$ cat src/hdl/trace_cfg.svh
`ifndef TRACE_CFG_SVH
`define TRACE_CFG_SVH
// register byte offsets
`define TRIG_OFS 4'h0
`define CTRL_OFS 4'h4
`define STAT_OFS 4'h8
// trigger fields
`define PTS_HI 31
`define PTS_LO 29
`define PTE_HI 28
`define PTE_LO 26
`define DTS_HI 25
`define DTS_LO 23
`define DTE_HI 22
`define DTE_LO 20
`define TRIG_MASK 32'hfff0_0000
`define TRIG_RST 32'h0000_0000
// control fields
`define TM_BIT 2
`define CTRL_MASK 32'h0000_0004
`define CTRL_RST 32'h0000_0000
// status fields
`define ST_ACT 8
`define ST_SYNC 9
`define ST_DBG 10
`define ST_DATA 11
// message type codes
`define TC_DIR 6'h03
`define TC_IND 6'h04
`define TC_SYNC 6'h09
`define TC_DSYNC 6'h0b
`define TC_ISYNC 6'h0c
`define TC_RFULL 6'h1b
`define TC_CORR 6'h21
// correlation event codes
`define EVC_DEBUG 4'h0
`define EVC_SLEEP 4'h1
`define EVC_OFF 4'h4
// instruction sizes in bytes
`define SZ_COMPACT 9'h002
`define SZ_EXTENDED 9'h004
// bus responses
`define RESP_OKAY 2'h0
`define RESP_SLVERR 2'h2
`endif

$ cat src/hdl/trace_pkg.sv
`include "trace_cfg.svh"
package trace_pkg;
  typedef struct packed {
    logic valid;
    logic [5:0] tcode;
    logic [7:0] icnt;
    logic [31:0] addr;
    logic [5:0] alen;
    logic [3:0] evt;
  } msg_s;
  typedef struct packed {
    logic [31:0] trig;
    logic [31:0] ctrl;
    logic prog_on;
    logic data_on;
    logic active;
    logic [7:0] icnt;
    logic [31:0] last_addr;
    logic need_sync;
    logic in_debug;
    logic first_dbg;
    logic in_sleep;
    msg_s msg;
    logic aw_full;
    logic w_full;
    logic [3:0] awaddr;
    logic [31:0] wdata;
    logic [3:0] wstrb;
    logic awready;
    logic wready;
    logic bvalid;
    logic [1:0] bresp;
    logic arready;
    logic rvalid;
    logic [31:0] rdata;
    logic [1:0] rresp;
  } state_s;
endpackage

$ cat src/hdl/program_flow_trace_unit.sv
// Operation
// - program trace start field at 31:29, zero means always on, 1-7 pick watchpoints.
// - program trace stop field at 28:26, same coding, zero means no stop.
// - data trace start field at 25:23, same coding, zero disables.
// - data trace stop field at 22:20, same coding, zero disables.
// - program trace messages, bar the trace-disable correlation, only while trace mode bit is set.
// - indirect branch message with count and target on calls, returns, exceptions.
// - sync message with current pc when trace starts or sync is lost.
// - sync condition plus taken branch sends branch-with-sync instead.
// - buffer overflow sends resource full; counter overflow carries count there.
// - correlation message on trace disable, debug entry, sleep entry.
// - only executed instructions traced; no correction or cancel packets.
// - no messages in debug mode; sync message when debug mode is left.
// - counter adds two per compact and four per extended instruction.
// - taken indirect branch excluded from count; untaken one counted.
// - instructions counted only when executed, never at fetch.
// - counter cleared whenever a program trace message is generated, except on counter overflow, where it keeps the new instruction's size.
// - unique address is new address xor last sent, leading zeros stripped.
// - full address packet carries whole target, leading zeros may drop.
// - debug mode entry sends correlation with event code zero.
// - branch on first instruction after debug exit uses branch-with-sync form.
// - breakpoint on first instruction after debug exit sends correlation code zero.
// - taken direct branch sends direct message, 8-bit count, type code 3.
// - indirect message carries 2-bit cause, type code 4.
// - sync message carries full address and count, type code 9.
`timescale 1ns/1ps
`default_nettype none
`include "trace_cfg.svh"
module program_flow_trace_unit import trace_pkg::*; (
  // clock and reset
  input wire logic i_ref_clk,
  input wire logic i_reset_n,
  // axi4-lite write
  input wire logic i_awvalid,
  input wire logic [3:0] i_awaddr,
  input wire logic [2:0] i_awprot,
  output logic o_awready,
  input wire logic i_wvalid,
  input wire logic [31:0] i_wdata,
  input wire logic [3:0] i_wstrb,
  output logic o_wready,
  output logic o_bvalid,
  output logic [1:0] o_bresp,
  input wire logic i_bready,
  // axi4-lite read
  input wire logic i_arvalid,
  input wire logic [3:0] i_araddr,
  input wire logic [2:0] i_arprot,
  output logic o_arready,
  output logic o_rvalid,
  output logic [31:0] o_rdata,
  output logic [1:0] o_rresp,
  input wire logic i_rready,
  // retired instruction from the pipeline
  input wire logic i_ret_valid,
  input wire logic i_ret_ext,
  input wire logic [31:0] i_ret_pc,
  input wire logic i_ret_dir_taken,
  input wire logic i_ret_ind_taken,
  input wire logic [31:0] i_ret_target,
  input wire logic [1:0] i_ret_cause,
  input wire logic i_ret_bp_hit,
  // core events
  input wire logic [6:0] i_wp_hit,
  input wire logic i_debug_mode,
  input wire logic i_sleep_mode,
  input wire logic i_buf_overflow,
  input wire logic i_sync_lost,
  // trace message out
  output logic o_msg_valid,
  output logic [5:0] o_msg_tcode,
  output logic [7:0] o_msg_icnt,
  output logic [31:0] o_msg_addr,
  output logic [5:0] o_msg_alen,
  output logic [3:0] o_msg_evt,
  output logic o_prog_trace_on,
  output logic o_data_trace_on
);

  state_s st;
  state_s next_st;

  ////////////////////////////////////////////////////////////////////
  // helpers

  function automatic logic sel_hit(input logic [2:0] sel, input logic [6:0] hits);
    logic [2:0] idx;
    idx = sel - 3'h1;
    sel_hit = (sel != 3'h0) && hits[idx];
  endfunction

  function automatic msg_s mk_msg(input logic [5:0] tc, input logic [7:0] cnt,
                                  input logic [31:0] a, input logic [3:0] ev);
    logic [5:0] n;
    n = 6'h00;
    for (int i = 0; i < 32; i++) begin
      if (a[i]) begin
        n = 6'(i + 1);
      end
    end
    mk_msg.valid = 1'b1;
    mk_msg.tcode = tc;
    mk_msg.icnt = cnt;
    mk_msg.addr = a;
    mk_msg.alen = n;
    mk_msg.evt = ev;
  endfunction

  function automatic logic [31:0] merge(input logic [31:0] old, input logic [31:0] nw,
                                        input logic [3:0] strb);
    for (int b = 0; b < 4; b++) begin
      old[b*8 +: 8] = strb[b] ? nw[b*8 +: 8] : old[b*8 +: 8];
    end
    merge = old;
  endfunction

  ////////////////////////////////////////////////////////////////////
  // trace engine

  logic act;
  logic sync_now;
  logic [8:0] sum;
  logic plain_dir;
  logic first_now;
  assign act = st.ctrl[`TM_BIT] &&
               (st.trig[`PTS_HI:`PTS_LO] == 3'h0 || st.prog_on);
  assign sync_now = st.need_sync || i_sync_lost;
  assign sum = {1'b0, st.icnt} + (i_ret_ext ? `SZ_EXTENDED : `SZ_COMPACT);
  // a retire in the exit cycle is already the first one after debug
  assign first_now = st.first_dbg || (st.in_debug && !i_debug_mode);
  assign plain_dir = act && !i_debug_mode && !(i_sleep_mode && !st.in_sleep) &&
                     !i_buf_overflow && i_ret_valid && !(first_now && i_ret_bp_hit) &&
                     !i_ret_ind_taken && i_ret_dir_taken && !sync_now && !sum[8];

  always_comb begin
    next_st = st;
    next_st.msg = '0;
    if (sel_hit(st.trig[`PTS_HI:`PTS_LO], i_wp_hit)) begin
      next_st.prog_on = 1'b1;
    end
    if (sel_hit(st.trig[`PTE_HI:`PTE_LO], i_wp_hit)) begin
      next_st.prog_on = 1'b0;
    end
    if (sel_hit(st.trig[`DTS_HI:`DTS_LO], i_wp_hit)) begin
      next_st.data_on = 1'b1;
    end
    if (sel_hit(st.trig[`DTE_HI:`DTE_LO], i_wp_hit)) begin
      next_st.data_on = 1'b0;
    end
    next_st.active = act;
    next_st.in_debug = i_debug_mode;
    next_st.in_sleep = i_sleep_mode;
    if (st.in_debug && !i_debug_mode) begin
      next_st.first_dbg = 1'b1;
    end
    if (!act) begin
      if (st.active && !(st.in_debug && i_debug_mode)) begin
        next_st.msg = mk_msg(`TC_CORR, st.icnt, 32'h0, `EVC_OFF);
      end
      next_st.icnt = 8'h00;
      next_st.need_sync = 1'b1;
    end else if (i_debug_mode) begin
      if (!st.in_debug) begin
        next_st.msg = mk_msg(`TC_CORR, st.icnt, 32'h0, `EVC_DEBUG);
      end
      next_st.icnt = 8'h00;
      next_st.need_sync = 1'b1;
    end else if (i_sleep_mode && !st.in_sleep) begin
      next_st.msg = mk_msg(`TC_CORR, st.icnt, 32'h0, `EVC_SLEEP);
      next_st.icnt = 8'h00;
      next_st.need_sync = 1'b1;
    end else if (i_buf_overflow) begin
      next_st.msg = mk_msg(`TC_RFULL, st.icnt, 32'h0, 4'h0);
      next_st.icnt = 8'h00;
      next_st.need_sync = 1'b1;
    end else if (i_ret_valid) begin
      next_st.first_dbg = 1'b0;
      if (first_now && i_ret_bp_hit) begin
        next_st.msg = mk_msg(`TC_CORR, st.icnt, 32'h0, `EVC_DEBUG);
        next_st.icnt = 8'h00;
      end else if (i_ret_ind_taken) begin
        if (sync_now) begin
          next_st.msg = mk_msg(`TC_ISYNC, st.icnt, i_ret_target, {2'h0, i_ret_cause});
        end else begin
          next_st.msg = mk_msg(`TC_IND, st.icnt, i_ret_target ^ st.last_addr,
                               {2'h0, i_ret_cause});
        end
        next_st.last_addr = i_ret_target;
        next_st.icnt = 8'h00;
        next_st.need_sync = 1'b0;
      end else if (sum[8]) begin
        next_st.msg = mk_msg(`TC_RFULL, st.icnt, 32'h0, 4'h0);
        next_st.icnt = sum[7:0] - st.icnt;
        next_st.need_sync = 1'b1;
      end else if (i_ret_dir_taken) begin
        if (sync_now) begin
          next_st.msg = mk_msg(`TC_DSYNC, sum[7:0], i_ret_target, 4'h0);
          next_st.last_addr = i_ret_target;
        end else begin
          next_st.msg = mk_msg(`TC_DIR, sum[7:0], 32'h0, 4'h0);
        end
        next_st.icnt = 8'h00;
        next_st.need_sync = 1'b0;
      end else if (sync_now) begin
        next_st.msg = mk_msg(`TC_SYNC, sum[7:0], i_ret_pc, 4'h0);
        next_st.last_addr = i_ret_pc;
        next_st.icnt = 8'h00;
        next_st.need_sync = 1'b0;
      end else begin
        next_st.icnt = sum[7:0];
      end
    end else if (i_sync_lost) begin
      next_st.need_sync = 1'b1;
    end

    ////////////////////////////////////////////////////////////////////
    // axi4-lite slave
    if (i_awvalid && st.awready) begin
      next_st.aw_full = 1'b1;
      next_st.awaddr = i_awaddr;
    end
    if (i_wvalid && st.wready) begin
      next_st.w_full = 1'b1;
      next_st.wdata = i_wdata;
      next_st.wstrb = i_wstrb;
    end
    if (st.bvalid && i_bready) begin
      next_st.bvalid = 1'b0;
    end
    if (st.aw_full && st.w_full && !st.bvalid) begin
      next_st.aw_full = 1'b0;
      next_st.w_full = 1'b0;
      next_st.bvalid = 1'b1;
      next_st.bresp = `RESP_OKAY;
      if (st.awaddr == `TRIG_OFS) begin
        next_st.trig = merge(st.trig, st.wdata, st.wstrb) & `TRIG_MASK;
      end else if (st.awaddr == `CTRL_OFS) begin
        next_st.ctrl = merge(st.ctrl, st.wdata, st.wstrb) & `CTRL_MASK;
      end else if (st.awaddr == `STAT_OFS) begin
        next_st.bresp = `RESP_OKAY;
      end else begin
        next_st.bresp = `RESP_SLVERR;
      end
    end
    next_st.awready = !next_st.aw_full && !next_st.bvalid;
    next_st.wready = !next_st.w_full && !next_st.bvalid;
    if (st.rvalid && i_rready) begin
      next_st.rvalid = 1'b0;
    end
    if (i_arvalid && st.arready) begin
      next_st.rvalid = 1'b1;
      next_st.rresp = `RESP_OKAY;
      next_st.rdata = 32'h0;
      if (i_araddr == `TRIG_OFS) begin
        next_st.rdata = st.trig;
      end else if (i_araddr == `CTRL_OFS) begin
        next_st.rdata = st.ctrl;
      end else if (i_araddr == `STAT_OFS) begin
        next_st.rdata[7:0] = st.icnt;
        next_st.rdata[`ST_ACT] = st.active;
        next_st.rdata[`ST_SYNC] = st.need_sync;
        next_st.rdata[`ST_DBG] = st.in_debug;
        next_st.rdata[`ST_DATA] = st.data_on;
      end else begin
        next_st.rresp = `RESP_SLVERR;
      end
    end
    next_st.arready = !next_st.rvalid;
  end

  always_ff @(posedge i_ref_clk or negedge i_reset_n) begin
    if (!i_reset_n) begin
      st <= '0;
      st.trig <= `TRIG_RST;
      st.ctrl <= `CTRL_RST;
      st.need_sync <= 1'b1;
    end else begin
      st <= next_st;
    end
  end

  assign o_awready = st.awready;
  assign o_wready = st.wready;
  assign o_bvalid = st.bvalid;
  assign o_bresp = st.bresp;
  assign o_arready = st.arready;
  assign o_rvalid = st.rvalid;
  assign o_rdata = st.rdata;
  assign o_rresp = st.rresp;
  assign o_msg_valid = st.msg.valid;
  assign o_msg_tcode = st.msg.tcode;
  assign o_msg_icnt = st.msg.icnt;
  assign o_msg_addr = st.msg.addr;
  assign o_msg_alen = st.msg.alen;
  assign o_msg_evt = st.msg.evt;
  assign o_prog_trace_on = st.active;
  assign o_data_trace_on = st.data_on;
endmodule
`default_nettype wire

$ cat config.mk
export PLATFORM = sky130hd
export DESIGN_NAME = program_flow_trace_unit
export DESIGN_NICKNAME = d
export VERILOG_FILES = /design/src/hdl/trace_pkg.sv /design/src/hdl/program_flow_trace_unit.sv
export VERILOG_INCLUDE_DIRS = /design/src /design/src/hdl
export SDC_FILE = /design/constraint.sdc
export NUM_CORES = 1
export LEC_CHECK = 0
export ABC_AREA = 1
export BUFFER_PORTS_ARGS = -buffer_cell sky130_fd_sc_hd__buf_2
export CELL_PAD_IN_SITES_DETAIL_PLACEMENT = 0
export CELL_PAD_IN_SITES_GLOBAL_PLACEMENT = 1
export CORE_MARGIN = 2
export CORE_UTILIZATION = 30
export CTS_CLUSTER_SIZE = 14
export DETAILED_ROUTE_END_ITERATION = 6
export PLACE_DENSITY = 0.72
export SLEW_MARGIN = 40
export SYNTH_ARGS = -nofsm -noshare
export SYNTH_HDL_FRONTEND = slang
export SYNTH_SLANG_ARGS = --single-unit
$ cat constraint.sdc
create_clock -name i_ref_clk -period 3 [get_ports i_ref_clk]
set_input_delay 0.3 -clock i_ref_clk [delete_from_list [all_inputs] [get_ports i_ref_clk]]
set_output_delay 0.3 -clock i_ref_clk [all_outputs]
set_load 0.05 [all_outputs]
==> out/metrics.yaml, run 1 <==
clock_network:
  cts_sinks: 167
  clk_root_buffer_cell: "clkbuf_16"
  cts_buffers: 17
  post-cts-setup-buffers: 0
  cts_tree: "yes"
  clkLatencyLatePin_ps: 450
  cts.clk_slew.worst_paths_ps: 80
  cts_buffer_depth: 2
  ctsHtreeMaxLevel: 4
power_and_ir_drop:
  p_leak_nw: 5.975
  p_int_w: 0.004660
  power.density_mw_per_mm2: 645.8
  pwr-share-comb_pct: 32.1
  clkPwrFrac_pct: 28.9
  ir_drop_v: 0.0006265
  switching_share_pct: 38.70
  pwr-share-seq_pct: 39.0
  power_switching_w: 0.002941
  power_w: 0.007601
logic_synthesis:
  yosys_register_bits: 167
  synth_warnings: 0
  synthCells: 1311
  seq_area_frac_synth_pct: 41.04
  synthDistinctLibCells: 49
  ys_async_sr_fraction_pct: 100.0
  ys.flop_type: "dfrtp_1"
  syn_avg_cell_area_um2: 7.770
  syn_area_mm2: 0.01019
  synth-edff-count: 0
layout:
  layout_commonest_cell: "nand2_1"
  postLayoutCoreUtil_pct: 35.19
  syn2layout_area_growth_pct: 15.54
  drive_gt1_share_pct: 20.01
  final_cell_mix: "309 x nand2_1, 200 x buf_2, 165 x dfrtp_1, 161 x inv_1, 121 x o21ai_0"
  fillers: 3580
  final_nets: 1586
global_route:
  grt_pass1_vias: 8651
  overflow: 0
  antenna_found_initial: 3
  grt_usage_pct: 16.80
  grt_max_degree: 77
  grt_pass1_wl_mm: 46.84
setup_path:
  critPathKind: "reg -> reg"
  start_kind: "flop"
  arrival_ps: 3100
  cp_max_fo: 4
  worstPathRequired_ps: 3360
  end_kind: "flop"
sta:
  period_share_pct: 91.51
  slew_viol_final: 0
  min_period_ps: 2745
  hold_viol: 0
  max_freq_ghz: 0.3643
  max_slew.worst_pin.slew_ps: 709.3
  relSlewSlack_pct: 52.28
  finClkSkew_ps: 12.94
  setup_viol: 0
  setup_tns_ps: 0
drt:
  avgRoutedWirePerCell_um: 15.46
  drc_errors: 0
  wirelength_mm: 29.26
  drt-pass1-iter-count: 5
  num_vias: 8819
  ant_nets: 0
  drtIter0Drc: 434
  viasPerCell: 4.659
floorplan:
  ioPinCount: 239
  initial_core_util_pct: 30.45
  dieWidth_um: 188.3
  design.core.area_mm2: 0.03345
  num_rows: 67
  fp.dieH_um: 188.3
  die-area_mm2: 0.03544
hold_path:
  hp-class: "in -> reg"
placed_design:
  place.gp.congestion: 0.8745
  dpl.hpwl_mm: 21.78
  io_buffer_count: 201
job:
  drv_cap: 0
outcome:
  status: "complete, no violations"
logic make-up (layout without fill, tap and decap cells):
logic type      count (synthesis)  after routing  share of synthesized area, %
flops                         167            167                         41.04
mux                            31             31                         3.415
xor+xnor                       40             40                         3.771
fa+ha+maj                      16             16                         2.039
simple gates                  493            493                         19.26
compound gates                260            260                         15.76
other cells                     1             13                       0.03682
buf+inv                       303            425                         14.68
worst paths after layout:
| check | startpoint | depth (start not counted) | endpoint | slack (ps) |
|---|---|---|---|---|
| max | st[177]$_DFFE_PN0P_ | 14 | st[183]$_DFFE_PN0P_ | 250 |
| min | i_debug_mode | 1 | st[142]$_DFF_PN0_ | 40 |
| max reg2reg | st[177]$_DFFE_PN0P_ | 14 | st[183]$_DFFE_PN0P_ | 250 |
| min reg2reg | st[66]$_DFFE_PN0P_ | 2 | st[66]$_DFFE_PN0P_ | 480 |
| max in group asynchronous | i_reset_n | 3 | st[177]$_DFFE_PN0P_ | 1650 |
| min in group asynchronous | i_reset_n | 2 | o_msg_addr[21]$_DFF_PN0_ | 410 |
through the flow:
step | cells | hold WS (ps) | area (um^2) | setup slack, ps
global placement | 1858 | 335.7 | 11130 | 93.76
floorplan | 1322 | 4.409 | 10230 | 411.8
detailed placement | 1858 | 334.2 | 11130 | 64.01
finish | 1893 | 44.22 | 11770 | 254.6
CTS | 1892 | 11.71 | 11730 | 145.1
global route | 1893 | 10.23 | 11770 | -1.746
cell type report:
class	count	area [um^2]	area share, %
Inverter	173	649.4	5.518
Multi-Input combinational cell	852	4596	39.05
Antenna cell	1	2.502	0.02126
Clock inverter	15	156.4	1.329
Tap cell	448	560.5	4.763
Sequential cell	167	4182	35.53
Clock buffer	17	425.4	3.615
Timing Repair Buffer	220	1197	10.17
what timing repair did:
item	CTS	global route
resized for setup	0	7
setup endpoints to repair	0	3
hold buffers	2	0
hold endpoints to repair	58	0
Yosys cell counts (4+ instances only):
library cell / count / area, um^2
a21oi_1: 36 / 180.2
a22oi_1: 6 / 45.04
a31oi_1: 5 / 31.28
a32oi_1: 30 / 262.8
buf_2: 4 / 20.02
buf_4: 92 / 690.7
clkbuf_1: 33 / 123.9
clkinv_1: 4 / 15.01
dfrtp_1: 166 / 4154
ha_1: 15 / 187.7
inv_1: 161 / 604.3
inv_2: 8 / 30.03
mux2_1: 24 / 270.3
mux2_2: 6 / 67.56
nand2_1: 310 / 1164
nand3_1: 38 / 190.2
nor2_1: 118 / 442.9
nor3_1: 5 / 25.02
nor4_1: 8 / 50.05
o211ai_1: 6 / 45.04
o21ai_0: 121 / 605.6
o21ai_1: 4 / 20.02
o22ai_1: 13 / 81.33
o31ai_1: 20 / 150.1
xnor2_1: 35 / 306.5
sequential cells by signal, summed over array words and instances, names as in the netlist:
register         flops
o_wready             1
o_msg_alen           5
o_msg_evt            3
o_msg_addr          32
o_data_trace_on      1
st                  79
o_arready            1
o_prog_trace_on      1
o_rdata             24
o_msg_tcode          6
o_bvalid             1
o_msg_valid          1
o_bresp              1
o_rvalid             1
o_rresp              1
o_awready            1
o_msg_icnt           8
power groups by stage:
stage                     registers, W  clock network, W  logic, W
after floorplan                0.00309                 0   0.00172
after global placement         0.00299                 0   0.00241
after detailed placement       0.00301                 0   0.00244
after CTS                      0.00297           0.00228   0.00245
after global routing           0.00303           0.00238   0.00276
final                          0.00297           0.00220   0.00244
critical path: stages, from the launching register on:
cell and delay [ps]:
dfrtp_2 450, ha_4 180, fa_1 490, ha_1 310, inv_1 50, o21ai_0 150, inv_1 80, nor2_2 120
a221oi_2 70, or2_2 300, nand3b_1 90, a21oi_1 60, o21ai_0 150, nand2_1 60, o21ai_0 80
layer usage:
| layer | track usage, % | vias to the layer above | share of wire [%] |
|---|---|---|---|
| li1 | - | 4421 | - |
| met1 | 22.04 | 4150 | 46 |
| met2 | 27.52 | 206 | 47 |
| met3 | 3.781 | 38 | 4.9 |
| met4 | 5.239 | 4 | 1.8 |
| met5 | 0 | - | 0.072 |
No activity file was read; power rests on OpenSTA's default activity.
==> run 2: changes to the inputs <==
Settings changed: BUFFER_PORTS_ARGS -buffer_cell sky130_fd_sc_hd__buf_2 to not set, DONT_BUFFER_PORTS set to 1, PLACE_DENSITY 0.72 to 0.64, SKIP_LAST_GASP set to 1.
==> run 2 against run 1 <==
Against the previous run: the run now ends with negative hold slack left; wire length up 1.2%; largest power group unchanged; hold slack worse by 490 ps; clock-buffer cell count up 2; largest cell class unchanged; die area unchanged; flip-flop and latch count unchanged; global-route usage up 0.31 points; cell area down 6.8%; sequential share of layout area up 2.6 points; non-clock buffer count down 173.
==> out/metrics.yaml, run 2 (synthesis gave the netlist of run 1 again) <==
outcome:
  status: "finished with violations"  # was complete, no violations
  violations: "negative hold slack"
floorplan:
  ioPinCount: 239  # unchanged
  num_rows: 67  # unchanged
  fp.dieH_um: 188.3  # unchanged
  dieWidth_um: 188.3  # unchanged
  initial_core_util_pct: 30.45  # unchanged
  design.core.area_mm2: 0.03345  # unchanged
  die-area_mm2: 0.03544  # unchanged
placed_design:
  dpl.hpwl_mm: 21.59  # was 21.78 mm
  place.gp.congestion: 0.8232  # was 0.8745
  io_buffer_count: 0  # was 201
  pre_cts_ws_ps: 112.3  # was 64.01 ps
  dpl-instance-area_mm2: 0.01010  # was 0.01113 mm^2
  dp.cells: 1657  # was 1858
layout:
  final_cell_mix: "310 x nand2_1, 165 x dfrtp_1, 160 x inv_1, 121 x o21ai_0, 116 x nor2_1"  # was 309 x nand2_1, 200 x buf_2, 165 x dfrtp_1, 161 x inv_1, 121 x o21ai_0
  final_area_mm2: 0.01097  # was 0.01177 mm^2
  regMostFlops: "st"  # unchanged
  largest_reg_flops: 79  # unchanged
  antenna_cells: 0  # was 1
  final_nets: 1413  # was 1586
  syn2layout_area_growth_pct: 7.739  # was 15.54%
  drive_gt1_share_pct: 6.924  # was 20.01%
  layout_commonest_cell: "nand2_1"  # unchanged
  final_cells: 1719  # was 1893
drt:
  avgRoutedWirePerCell_um: 17.22  # was 15.46 um
  drc_errors: 0  # unchanged
  wirelength_mm: 29.59  # was 29.26 mm
  viasPerCell: 4.714  # was 4.659
  drtIter0Drc: 478  # was 434
  ant_nets: 0  # unchanged
  num_vias: 8103  # was 8819
  drt-pass1-iter-count: 5  # unchanged
sta:
  max_freq_ghz: 0.3529  # was 0.3643 GHz
  setup_viol: 0  # unchanged
  max_slew.worst_pin.slew_ps: 761.7  # was 709.3 ps
  rsz0062_at_grt: "true"
  hold_viol: 167  # was 0
  hold_ws_ps: -444.3  # was 44.22 ps
  finClkSkew_ps: 10.09  # was 12.94 ps
  min_period_ps: 2834  # was 2745 ps
  setup_slack_ps: 166.4  # was 254.6 ps
  relSlewSlack_pct: 48.75  # was 52.28%
  period_share_pct: 94.45  # was 91.51%
  setup_tns_ps: 0  # unchanged
  slew_viol_final: 0  # unchanged
setup_path:
  end_kind: "flop"  # unchanged
  cp_cell_sequence: "ha_2 -> fa_1 -> ha_1 -> inv_1 -> o21ai_0 -> inv_1 -> nor2_1 -> a221oi_2 -> or2_2 -> nand3b_1 -> a21oi_1 -> o21ai_0 -> nand2_1 -> o21ai_0"  # was ha_4 -> fa_1 -> ha_1 -> inv_1 -> o21ai_0 -> inv_1 -> nor2_2 -> a221oi_2 -> or2_2 -> nand3b_1 -> a21oi_1 -> o21ai_0 -> nand2_1 -> o21ai_0
  arrival_ps: 3180  # was 3100 ps
  cp_max_fo: 4  # unchanged
  critical-path-max-stage-delay_ps: 490  # about the same
  r2r_slack_ps: 170  # was 250 ps
  crit_top_cell: "o21ai_0"  # unchanged
  critPathKind: "reg -> reg"  # unchanged
  worstPathRequired_ps: 3340  # was 3360 ps
  crit_slowest_cell: "fa_1"  # unchanged
  start_kind: "flop"  # unchanged
power_and_ir_drop:
  ir_drop_v: 0.0004779  # was 0.0006265 V
  p_leak_nw: 5.158  # was 5.975 nW
  power_w: 0.007325  # was 0.007601 W
  power.density_mw_per_mm2: 667.5  # was 645.8 mW/mm^2
clock_network:
  cts.clk_slew.worst_paths_ps: 70  # was 80 ps
  clkLatencyLatePin_ps: 450  # about the same
  cts_buffer_depth: 2  # unchanged
  ctsHtreeMaxLevel: 4  # unchanged
  clk_root_buffer_cell: "clkbuf_16"  # unchanged
  cts_tree: "yes"  # unchanged
  cts_sinks: 167  # unchanged
  cts_buffers: 17  # unchanged
  cts_hold_buffers: 27  # was 2
global_route:
  grt_pass1_vias: 8339  # was 8651
  overflow: 0  # unchanged
  grt_max_degree: 168  # was 77
  antenna_found_initial: 0  # was 3
  grt_usage_pct: 17.11  # was 16.80%
  grt_pass1_wl_mm: 47.11  # was 46.84 mm
job:
  drv_cap: 0  # unchanged
hold_path:
  hp-class: "in -> async"  # was in -> reg
run 2: cell types whose count changed in the layout (fill, tap and decap cells not counted), moves of 3 or more:
cell	change
buf_4	+3
clkinv_4	+4
dlygate4sd3_1	+25
buf_2	-200
inv_8	-4
run 2: worst paths after layout:
kind	startpoint	to	depth (start not counted)
setup / recovery	st[177]$_DFFE_PN0P_	st[183]$_DFFE_PN0P_	14
hold / removal	i_reset_n	o_msg_addr[17]$_DFF_PN0_	0
setup reg to reg	st[177]$_DFFE_PN0P_	st[183]$_DFFE_PN0P_	14
hold reg to reg	st[77]$_DFFE_PN0P_	st[77]$_DFFE_PN0P_	2
max in group asynchronous	i_reset_n	st[143]$_DFFE_PN1P_	0
min in group i_ref_clk	i_araddr[3]	o_rresp[1]$_DFFE_PN0P_	2
run 2: cell type report:
cell class,count,area (um^2)
clock buffers,19,442.9
multi-input cells,852,4578
flip-flops and latches,167,4182
well taps,448,560.5
clock inverters,13,112.6
repair buffers,47,449.2
inverters,173,649.4
fillers,3577,22470
run 2: report_power, final:
part | leakage [nW] | internal, W | switching (W)
sequential | 2.23 | 0.00270 | 0.000575
clock | 0.268 | 0.00110 | 0.00102
combinational | 2.66 | 0.000778 | 0.00115
total | 5.16 | 0.00458 | 0.00274
run 2: layer usage:
| layer | routed length [um] | GRT usage, % | vias to the layer above | share of wire, % |
|---|---|---|---|---|
| li1 | - | - | 4066 | - |
| met1 | 13590 | 22.06 | 3824 | 46 |
| met2 | 13590 | 27.52 | 187 | 46 |
| met3 | 1834 | 5.047 | 26 | 6.2 |
| met4 | 586 | 5.451 | 0 | 2.0 |
| met5 | 0 | 0 | - | 0 |
run 2: through the flow:
stage          hold WS (ps)  utilization [%]
6_report             -444.3            32.81
5_1_grt              -476.3            32.81
4_1_cts              -477.6            32.68
3_5_place_dp          10.67            30.21
3_3_place_gp          11.96            30.21
2_1_floorplan         4.409                -
run 2: worst max-delay path: cells and delay by family, from the launching register on:
family	cells	cell delay (ps)
buf+inv	2	130
flops	1	420
simple gates	4	630
fa+ha+maj	3	1020
compound gates	5	550
run 2: what timing repair did:
| action | in CTS | in global routing |
|---|---|---|
| setup buffers | 0 | 3 |
| resized for setup | 0 | 5 |
| setup endpoints to repair | 0 | 3 |
| endpoints found under the hold margin | 194 | 167 |
